<file path="src/hdl/imlru_pkg.sv">
package imlru_pkg;

  localparam int unsigned XLEN = 32;
  localparam int unsigned IMM_W = 16;
  localparam int unsigned GPR_IDX_W = 5;

  // Little-endian indices of the architecturally numbered bits 16..31
  localparam int unsigned MSR_LOW_W = 16;
  localparam int unsigned MSR_EE_BIT = 15;
  localparam int unsigned MSR_PR_BIT = 14;
  localparam logic [31:0] MSR_RST = 32'h0000_0000;
  localparam logic [31:0] SAVED_RETURN_ADDRESS_RST = 32'h0000_0000;
  localparam logic [31:0] SAVED_MACHINE_STATE_RST = 32'h0000_0000;
  localparam logic [1:0] FETCH_ALIGN = 2'h0;

  localparam logic [31:0] MOST_NEG = 32'h8000_0000;
  localparam logic [15:0] NOP_IMM = 16'h0000;
  localparam logic [4:0] NOP_GPR = 5'h00;

  // Condition field zero layout
  localparam int unsigned CR_LT_BIT = 3;
  localparam int unsigned CR_GT_BIT = 2;
  localparam int unsigned CR_EQ_BIT = 1;
  localparam int unsigned CR_SO_BIT = 0;

  typedef enum logic [3:0] {
    OP_MUL_LOW_IMM,
    OP_MUL_LOW_WORD,
    OP_NOT_AND,
    OP_TWOS_COMPLEMENT,
    OP_NOT_OR,
    OP_OR_REG,
    OP_OR_INVERTED,
    OP_OR_IMM,
    OP_OR_UPPER_IMM,
    OP_RETURN_FROM_INTERRUPT
  } imlru_op_t;

  typedef struct packed {
    imlru_op_t op;
    logic [31:0] source_a_gpr;
    logic [31:0] source_b_gpr;
    logic [31:0] source_s_gpr;
    logic [4:0] source_s_idx;
    logic [4:0] dest_idx;
    logic [15:0] imm;
    logic overflow_enable_bit;
    logic record_bit;
  } imlru_issue_t;

  typedef struct packed {
    logic en;
    logic [4:0] dest_idx;
    logic [31:0] data;
  } imlru_wb_t;

endpackage : imlru_pkg

</file>
<file path="src/hdl/imlru_mul.sv">
`timescale 1ns/100ps
`default_nettype none
module imlru_mul #(
  parameter int unsigned W = 32
) (
  input wire logic [W-1:0] op_a_i,
  input wire logic [W-1:0] op_b_i,
  output logic [W-1:0] prod_low_o,
  output logic ovf_o
);

  logic signed [2*W-1:0] prod;

  if (W < 2) begin : g_bad_width
    $error("imlru_mul: width too small");
  end

  // Signed product; the low half is the same for unsigned operands
  assign prod = $signed(op_a_i) * $signed(op_b_i);
  assign prod_low_o = prod[W-1:0];
  // Does not fit when the high half is not the sign extension of the low half
  assign ovf_o = (prod[2*W-1:W] != {W{prod[W-1]}});

endmodule : imlru_mul
`default_nettype wire

</file>
<file path="src/hdl/imlru_unit.sv">
// What this block does
// - Immediate multiply-low writes low 32 bits of operand times sign-extended immediate.
// - Low product bits are identical for signed and unsigned operand views.
// - Word multiply-low writes low 32 bits of the 64-bit product.
// - With overflow enable, word multiply sets overflow when signed product exceeds 32 bits.
// - Overflow enable on word multiply or negate updates overflow and sticky summary overflow flags.
// - Record bit updates less, greater, equal and summary flags from result.
// - NAND of s and b operands written to destination.
// - Negate writes inverted operand plus one; most negative value overflows.
// - NOR of s and b operands written to destination.
// - OR of s and b operands written to destination.
// - OR of s with inverted b written to destination.
// - OR of s with zero-extended immediate written to destination.
// - OR of s with immediate shifted to upper half written to destination.
// - Immediate OR of register zero with zero is a no-op.
// - Return copies saved state low half into machine state low half.
// - Without enabled pending exception, fetch redirects to saved address, word aligned.
// - With enabled pending exception, take highest priority, saving next address.
// - Return only in supervisor mode, after all prior instructions complete.
`timescale 1ns/100ps
`default_nettype none
module imlru_unit #(
  parameter int unsigned NUM_EXC = 4
) (
  input wire logic mclk_i,
  input wire logic sys_rst_i,
  input wire logic issue_valid_i,
  input wire imlru_pkg::imlru_issue_t issue_i,
  output logic issue_ready_o,
  input wire logic pipe_empty_i,
  input wire logic [NUM_EXC-1:0] pending_exc_i,
  input wire logic xer_clear_i,
  input wire logic msr_we_i,
  input wire logic saved_return_address_we_i,
  input wire logic saved_machine_state_we_i,
  input wire logic [31:0] state_wdata_i,
  output imlru_pkg::imlru_wb_t wb_o,
  output logic [3:0] cr0_o,
  output logic cr0_we_o,
  output logic summary_overflow_o,
  output logic overflow_o,
  output logic [31:0] msr_o,
  output logic [31:0] saved_return_address_o,
  output logic [31:0] saved_machine_state_o,
  output logic redirect_o,
  output logic [31:0] fetch_addr_o,
  output logic exc_take_o,
  output logic [$clog2(NUM_EXC+1)-1:0] exc_idx_o,
  output logic priv_exc_o
);

  localparam int unsigned IDX_W = $clog2(NUM_EXC+1);

  if (NUM_EXC < 1 || NUM_EXC > 32) begin : g_bad_num_exc
    $error("imlru_unit: NUM_EXC out of range");
  end

  typedef enum logic {
    ST_IDLE,
    ST_SYNC
  } imlru_state_t;

  imlru_state_t state_ff, nxt_state;
  imlru_pkg::imlru_wb_t wb_ff, nxt_wb;
  logic [3:0] cr0_ff, nxt_cr0;
  logic cr0_we_ff, nxt_cr0_we;
  logic so_ff, nxt_so;
  logic ov_ff, nxt_ov;
  logic [31:0] msr_ff, nxt_msr;
  logic [31:0] saved_return_address_ff, nxt_saved_return_address;
  logic [31:0] saved_machine_state_ff, nxt_saved_machine_state;
  logic redirect_ff, nxt_redirect;
  logic [31:0] fetch_addr_ff, nxt_fetch_addr;
  logic exc_take_ff, nxt_exc_take;
  logic [IDX_W-1:0] exc_idx_ff, nxt_exc_idx;
  logic priv_exc_ff, nxt_priv_exc;

  logic fire;
  logic is_rfi;
  logic user_mode;
  logic rfi_go;
  logic [31:0] mul_b;
  logic [31:0] mul_low;
  logic mul_ovf;
  logic [31:0] alu_res;
  logic alu_ovf;
  logic ovf_capable;
  logic is_nop;
  logic [31:0] restored_msr;
  logic [NUM_EXC-1:0] enabled_exc;
  logic [31:0] return_addr;

  assign issue_ready_o = (state_ff == ST_IDLE);
  assign fire = issue_valid_i && issue_ready_o;
  assign is_rfi = (issue_i.op == imlru_pkg::OP_RETURN_FROM_INTERRUPT);
  assign user_mode = msr_ff[imlru_pkg::MSR_PR_BIT];

  // Immediate multiply shares the word multiplier; its 48-bit product has the same low word
  assign mul_b = (issue_i.op == imlru_pkg::OP_MUL_LOW_IMM) ?
                 {{(imlru_pkg::XLEN-imlru_pkg::IMM_W){issue_i.imm[15]}}, issue_i.imm} :
                 issue_i.source_b_gpr;

  imlru_mul #(
    .W(imlru_pkg::XLEN)
  ) u_mul (
    .op_a_i(issue_i.source_a_gpr),
    .op_b_i(mul_b),
    .prod_low_o(mul_low),
    .ovf_o(mul_ovf)
  );

  always_comb begin
    alu_res = 32'h0000_0000;
    alu_ovf = 1'b0;
    ovf_capable = 1'b0;
    unique case (issue_i.op)
      imlru_pkg::OP_MUL_LOW_IMM: alu_res = mul_low;
      imlru_pkg::OP_MUL_LOW_WORD: begin
        alu_res = mul_low;
        alu_ovf = mul_ovf;
        ovf_capable = 1'b1;
      end
      imlru_pkg::OP_NOT_AND: alu_res = ~(issue_i.source_s_gpr & issue_i.source_b_gpr);
      imlru_pkg::OP_TWOS_COMPLEMENT: begin
        alu_res = ~issue_i.source_a_gpr + 32'h0000_0001;
        alu_ovf = (issue_i.source_a_gpr == imlru_pkg::MOST_NEG);
        ovf_capable = 1'b1;
      end
      imlru_pkg::OP_NOT_OR: alu_res = ~(issue_i.source_s_gpr | issue_i.source_b_gpr);
      imlru_pkg::OP_OR_REG: alu_res = issue_i.source_s_gpr | issue_i.source_b_gpr;
      imlru_pkg::OP_OR_INVERTED: alu_res = issue_i.source_s_gpr | ~issue_i.source_b_gpr;
      imlru_pkg::OP_OR_IMM: alu_res = issue_i.source_s_gpr | {16'h0000, issue_i.imm};
      imlru_pkg::OP_OR_UPPER_IMM: alu_res = issue_i.source_s_gpr | {issue_i.imm, 16'h0000};
      default: alu_res = 32'h0000_0000;
    endcase
  end

  assign is_nop = (issue_i.op == imlru_pkg::OP_OR_IMM) && (issue_i.imm == imlru_pkg::NOP_IMM) &&
                  (issue_i.dest_idx == imlru_pkg::NOP_GPR) &&
                  (issue_i.source_s_idx == imlru_pkg::NOP_GPR);

  assign restored_msr = {msr_ff[31:imlru_pkg::MSR_LOW_W],
                         saved_machine_state_ff[imlru_pkg::MSR_LOW_W-1:0]};
  assign enabled_exc = pending_exc_i & {NUM_EXC{restored_msr[imlru_pkg::MSR_EE_BIT]}};
  assign return_addr = {saved_return_address_ff[31:2], imlru_pkg::FETCH_ALIGN};
  // Prior instructions must have drained before the context changes
  assign rfi_go = pipe_empty_i && ((state_ff == ST_SYNC) ||
                  (fire && is_rfi && !user_mode));

  always_comb begin
    nxt_state = state_ff;
    nxt_wb = '0;
    nxt_cr0 = cr0_ff;
    nxt_cr0_we = 1'b0;
    nxt_so = so_ff && !xer_clear_i;
    nxt_ov = ov_ff && !xer_clear_i;
    nxt_msr = msr_we_i ? state_wdata_i : msr_ff;
    nxt_saved_return_address = saved_return_address_we_i ? state_wdata_i : saved_return_address_ff;
    nxt_saved_machine_state = saved_machine_state_we_i ? state_wdata_i : saved_machine_state_ff;
    nxt_redirect = 1'b0;
    nxt_fetch_addr = fetch_addr_ff;
    nxt_exc_take = 1'b0;
    nxt_exc_idx = exc_idx_ff;
    nxt_priv_exc = 1'b0;
    if (fire && !is_rfi) begin
      nxt_wb.en = !is_nop;
      nxt_wb.dest_idx = issue_i.dest_idx;
      nxt_wb.data = alu_res;
      if (issue_i.overflow_enable_bit && ovf_capable) begin
        // Hardware set wins over a simultaneous software clear
        nxt_ov = alu_ovf;
        nxt_so = nxt_so || alu_ovf;
      end
      if (issue_i.record_bit) begin
        nxt_cr0_we = 1'b1;
        nxt_cr0[imlru_pkg::CR_LT_BIT] = alu_res[31];
        nxt_cr0[imlru_pkg::CR_GT_BIT] = !alu_res[31] && (alu_res != 32'h0000_0000);
        nxt_cr0[imlru_pkg::CR_EQ_BIT] = (alu_res == 32'h0000_0000);
        nxt_cr0[imlru_pkg::CR_SO_BIT] = nxt_so;
      end
    end
    if (fire && is_rfi && user_mode) begin
      nxt_priv_exc = 1'b1;
    end else if (fire && is_rfi && !pipe_empty_i) begin
      nxt_state = ST_SYNC;
    end
    if (rfi_go) begin
      nxt_state = ST_IDLE;
      nxt_msr = restored_msr;
      if (|enabled_exc) begin
        nxt_exc_take = 1'b1;
        nxt_saved_return_address = return_addr;
        nxt_exc_idx = '0;
        // Lowest index carries the highest priority
        for (int i = NUM_EXC-1; i >= 0; i--) begin
          if (enabled_exc[i]) begin
            nxt_exc_idx = IDX_W'(i);
          end
        end
      end else begin
        nxt_redirect = 1'b1;
        nxt_fetch_addr = return_addr;
      end
    end
  end

  always_ff @(posedge mclk_i) begin
    if (sys_rst_i) begin
      state_ff <= ST_IDLE;
      wb_ff <= '0;
      cr0_ff <= 4'h0;
      cr0_we_ff <= 1'b0;
      so_ff <= 1'b0;
      ov_ff <= 1'b0;
      msr_ff <= imlru_pkg::MSR_RST;
      saved_return_address_ff <= imlru_pkg::SAVED_RETURN_ADDRESS_RST;
      saved_machine_state_ff <= imlru_pkg::SAVED_MACHINE_STATE_RST;
      redirect_ff <= 1'b0;
      fetch_addr_ff <= 32'h0000_0000;
      exc_take_ff <= 1'b0;
      exc_idx_ff <= '0;
      priv_exc_ff <= 1'b0;
    end else begin
      state_ff <= nxt_state;
      wb_ff <= nxt_wb;
      cr0_ff <= nxt_cr0;
      cr0_we_ff <= nxt_cr0_we;
      so_ff <= nxt_so;
      ov_ff <= nxt_ov;
      msr_ff <= nxt_msr;
      saved_return_address_ff <= nxt_saved_return_address;
      saved_machine_state_ff <= nxt_saved_machine_state;
      redirect_ff <= nxt_redirect;
      fetch_addr_ff <= nxt_fetch_addr;
      exc_take_ff <= nxt_exc_take;
      exc_idx_ff <= nxt_exc_idx;
      priv_exc_ff <= nxt_priv_exc;
    end
  end

  assign wb_o = wb_ff;
  assign cr0_o = cr0_ff;
  assign cr0_we_o = cr0_we_ff;
  assign summary_overflow_o = so_ff;
  assign overflow_o = ov_ff;
  assign msr_o = msr_ff;
  assign saved_return_address_o = saved_return_address_ff;
  assign saved_machine_state_o = saved_machine_state_ff;
  assign redirect_o = redirect_ff;
  assign fetch_addr_o = fetch_addr_ff;
  assign exc_take_o = exc_take_ff;
  assign exc_idx_o = exc_idx_ff;
  assign priv_exc_o = priv_exc_ff;

  // Checks
  logic [63:0] ref_word_prod;
  logic [31:0] ref_imm_prod;
  assign ref_word_prod = issue_i.source_a_gpr * issue_i.source_b_gpr;
  assign ref_imm_prod = 32'(issue_i.source_a_gpr * {{16{issue_i.imm[15]}}, issue_i.imm});
endmodule : imlru_unit
`default_nettype wire

</file>
<file path="config.mk">
export PLATFORM = sky130hd
export DESIGN_NAME = imlru_unit
export DESIGN_NICKNAME = d
export VERILOG_FILES = /design/src/hdl/imlru_pkg.sv /design/src/hdl/imlru_mul.sv /design/src/hdl/imlru_unit.sv
export SDC_FILE = /design/constraint.sdc
export NUM_CORES = 2
export LEC_CHECK = 0
export BUFFER_PORTS_ARGS = -buffer_cell sky130_fd_sc_hd__buf_2
export CAP_MARGIN = 20
export CORE_ASPECT_RATIO = 0.5
export CORE_MARGIN = 5
export CORE_UTILIZATION = 50
export DETAILED_ROUTE_END_ITERATION = 8
export PLACE_DENSITY = 0.73
export RECOVER_POWER = 25
export SYNTH_ARGS = -nofsm -noshare
export SYNTH_HDL_FRONTEND = slang
export SYNTH_HIERARCHICAL = 1
export SYNTH_SLANG_ARGS = --single-unit
</file>
<file path="constraint.sdc">
create_clock -name mclk_i -period 11.5 [get_ports mclk_i]
set_clock_uncertainty 0.2 [all_clocks]
set_input_delay 1.15 -clock mclk_i [delete_from_list [all_inputs] [get_ports mclk_i]]
set_output_delay 1.15 -clock mclk_i [all_outputs]
set_load 0.01 [all_outputs]
</file>
==> flow_summary_export.csv <==
group,metric,value,unit
status,outcome,"complete, but fails checks",
status,violations,"capacitance limit, slew limit",
sta,final_max_slew_viol_count,33,
clock_network,htreeDepth,4,
floorplan,dieWidth,434,um
route,route.detailed.drc,0,
sta,max_slew.worst_pin.slew,2.65,ns
placement,globalplace.congestion,0.978,
sta,max_freq,89.6,MHz
yosys,post_synth_num_cell_types,92,
worst_setup_path,worst_path_dominant_cell_family,"adder cells",
hold_path,timing.hold.worst.class,"flip-flop to flip-flop",
yosys,synth_sequential_area_ratio,7.88,%
yosys,netlist_instances,4931,
yosys,avgSynthCellArea,9.12,um^2
global_route,pin_count_of_the_biggest_net_entering_global_routing,77,
route,route.final.wire_length,148000,um
sta,hold-worst-slack,0.256,ns
hold_path,worstHoldStart,"fetch_addr_o[15]",
clock_network,clkTransAtPathRegs,0.08,ns
yosys,synth-edff-count,0,
clock_network,worst_skew_pair.late_latency,0.45,ns
global_route,grt_antenna_before_repair,20,
floorplan,std_cell_rows,77,
floorplan,floorplan.initialDensity,50.7,%
placement,dpl.hpwl,117000,um
sta,period_needed,11.16,ns
finish,fin_cells,6337,
sta,max_slew_margin,-76.8,%
global_route,grt_remaining_overflow,0,
clock_network,clock_sink_count,177,
worst_setup_path,reg2reg_from,"state_ff",
yosys,synth-seq-cells,177,
sta,timing.setup.tns,0,ns
finish,layout_commonest_cell,"fa_1",
sta,finalSetupViolations,0,
clock_network,clock_tree.root_cell,"clkbuf_16",
sta,worst_path_setup_slack_after_routing,0.345,ns
floorplan,die_area,0.0964,mm^2
global_route,first_global_vias,39600,
floorplan,core_area,0.0887,mm^2
global_route,global_route_wire_length_before_repair,230000,um
route,route.vias.total,36600,
placement,placement.io_buffers,348,
finish,layout-area-overhead-vs-synth,8.48,%
route,drtIter0Drc,3207,
global_route,grt.total_usage,30.9,%
yosys,ys.flop_type,"dfxtp_1",
placement,dpl.cell_count,6288,
worst_setup_path,buffer_and_inverter_count_on_the_worst_path,7,
route,detail-route-antenna-nets,0,
yosys,synth-async-reset-ratio,0,%
worst_setup_path,critPathMaxStageDelay,0.56,ns
clock_network,clk_path_buf_depth,2,
worst_setup_path,worstSetupEndpointType,"flip-flop",
route,drt-pass1-iter-count,6,
sta,final.period_utilization,97.0,%
yosys,synth.cell_area,0.0450,mm^2
job,max_cap_violations,1,
worst_setup_path,worst_ep_arrival,11.24,ns
floorplan,die_h,222,um
clock_network,cts_tree,"done",
worst_setup_path,launch_point_of_the_critical_path,"issue_i[124]",
route,vias_per_cell,5.78,
worst_setup_path,crit_slowest_cell,"fa_1",
finish,final_cell_mix,"1082 x fa_1, 804 x nand2_1, 763 x inv_1, 448 x and2_1, 274 x buf_2",
worst_setup_path,cp_common_cell,"fa_1",
yosys,yosysWarnings,6,
finish,drive_gt1_share,9.52,%
clock_network,holdBufCountCts,0,
sta,hold_fails_final_rpt,0,
worst_setup_path,worstSetupStartpointType,"primary input",
worst_setup_path,critPathMaxFanout,32,
floorplan,design.portCount,352,
finish,final_nets,6562,
worst_setup_path,timing_worst_setup_path_type,"primary input to flip-flop",
placement,pre_cts_slack,0.0422,ns
clock_network,number_of_buffers_inserted_during_clock_tree_synthesis,17,
route,avgRoutedWirePerCell,23.3,um
worst_setup_path,cp_data_required_time,11.59,ns
sta,rsz0062_at_grt,"no",
==> what timing repair did <==
action / 4_1_cts / 5_1_grt
resized for setup: 0 / 5
buffers inserted: 0 / 0
setup endpoints to repair: 0 / 3
==> stage by stage <==
step | instance area [um^2] | util (%)
6_report | 48800 | 55.0
5_1_grt | 48800 | 55.0
4_1_cts | 48800 | 55.0
3_5_place_dp | 48100 | 54.2
3_3_place_gp | 48100 | 54.2
2_1_floorplan | 45000 | -
==> worst paths after layout <==
path | end | slack (ns) | depth (start not counted)
worst max-delay path | summary_overflow_o | 0.34 | 35
worst min-delay path | fetch_addr_o[15] | 0.26 | 2
worst max register to register | cr0_o[2] | 9.09 | 6
worst min register to register | fetch_addr_o[15] | 0.26 | 2
==> cell usage after synthesis, types with 46 or more instances <==
cell type / instances / area share (%)
o21ai_0: 84 / 0.93
xnor2_1: 59 / 1.1
and2_1: 448 / 6.2
dfxtp_1: 177 / 7.9
ha_1: 185 / 5.1
inv_1: 763 / 6.4
nand2_1: 804 / 6.7
fa_1: 1082 / 48
mux2i_1: 58 / 1.3
a21oi_1: 220 / 2.4
clkbuf_1: 278 / 2.3
nand2b_1: 46 / 0.64
nor2_1: 168 / 1.4
==> registers in the layout, indices dropped and copies added (netlist names) <==
signal                  cells
overflow_o                  1
msr_o                      32
exc_idx_o                   2
wb_o                       38
fetch_addr_o               30
priv_exc_o                  1
saved_machine_state_o      32
state_ff                    1
saved_return_address_o     32
summary_overflow_o          1
exc_take_o                  1
cr0_we_o                    1
cr0_o                       4
redirect_o                  1
==> per-layer routing <==
layer | global-route usage, % | share of wire (%)
met3 | 4.71 | 8.6
met5 | 0 | 0.0088
met2 | 50.9 | 48
met4 | 12.9 | 4.6
met1 | 41.0 | 39
==> logic make-up (layout without fill, tap and decap cells) <==
| logic type | count (synthesis) | in the layout | share of synthesized area (%) |
|---|---|---|---|
| and+or+nand+nor | 1686 | 1686 | 18.2 |
| adders and majority gates | 1267 | 1267 | 53.3 |
| buffers and inverters | 1068 | 1271 | 8.99 |
| AOI/OAI and AO/OA | 559 | 559 | 7.97 |
| DFF | 177 | 177 | 7.88 |
| xor gates and xnor gates | 98 | 98 | 1.91 |
| muxes | 75 | 75 | 1.72 |
| other | 1 | 19 | 0.00834 |
==> layout make-up <==
type | count | area [um^2]
sequential | 177 | 3540
clock inverter | 15 | 228
clock buffer | 17 | 425
fill | 7941 | 39900
tap | 1185 | 1480
timing repair buffer | 475 | 2750
inverter | 764 | 2870
multi-input combinational | 3688 | 37400
antenna | 16 | 40.0
==> worst min-delay path, stage by stage (launching register included) <==
cell and delay (ns):
dfxtp_1 0.31, nand2_1 0.05, a21oi_1 0.05
Power is left out: the tool's default activity adds up to more than one toggle a clock period on the data nets, which glitch-free logic cannot reach.
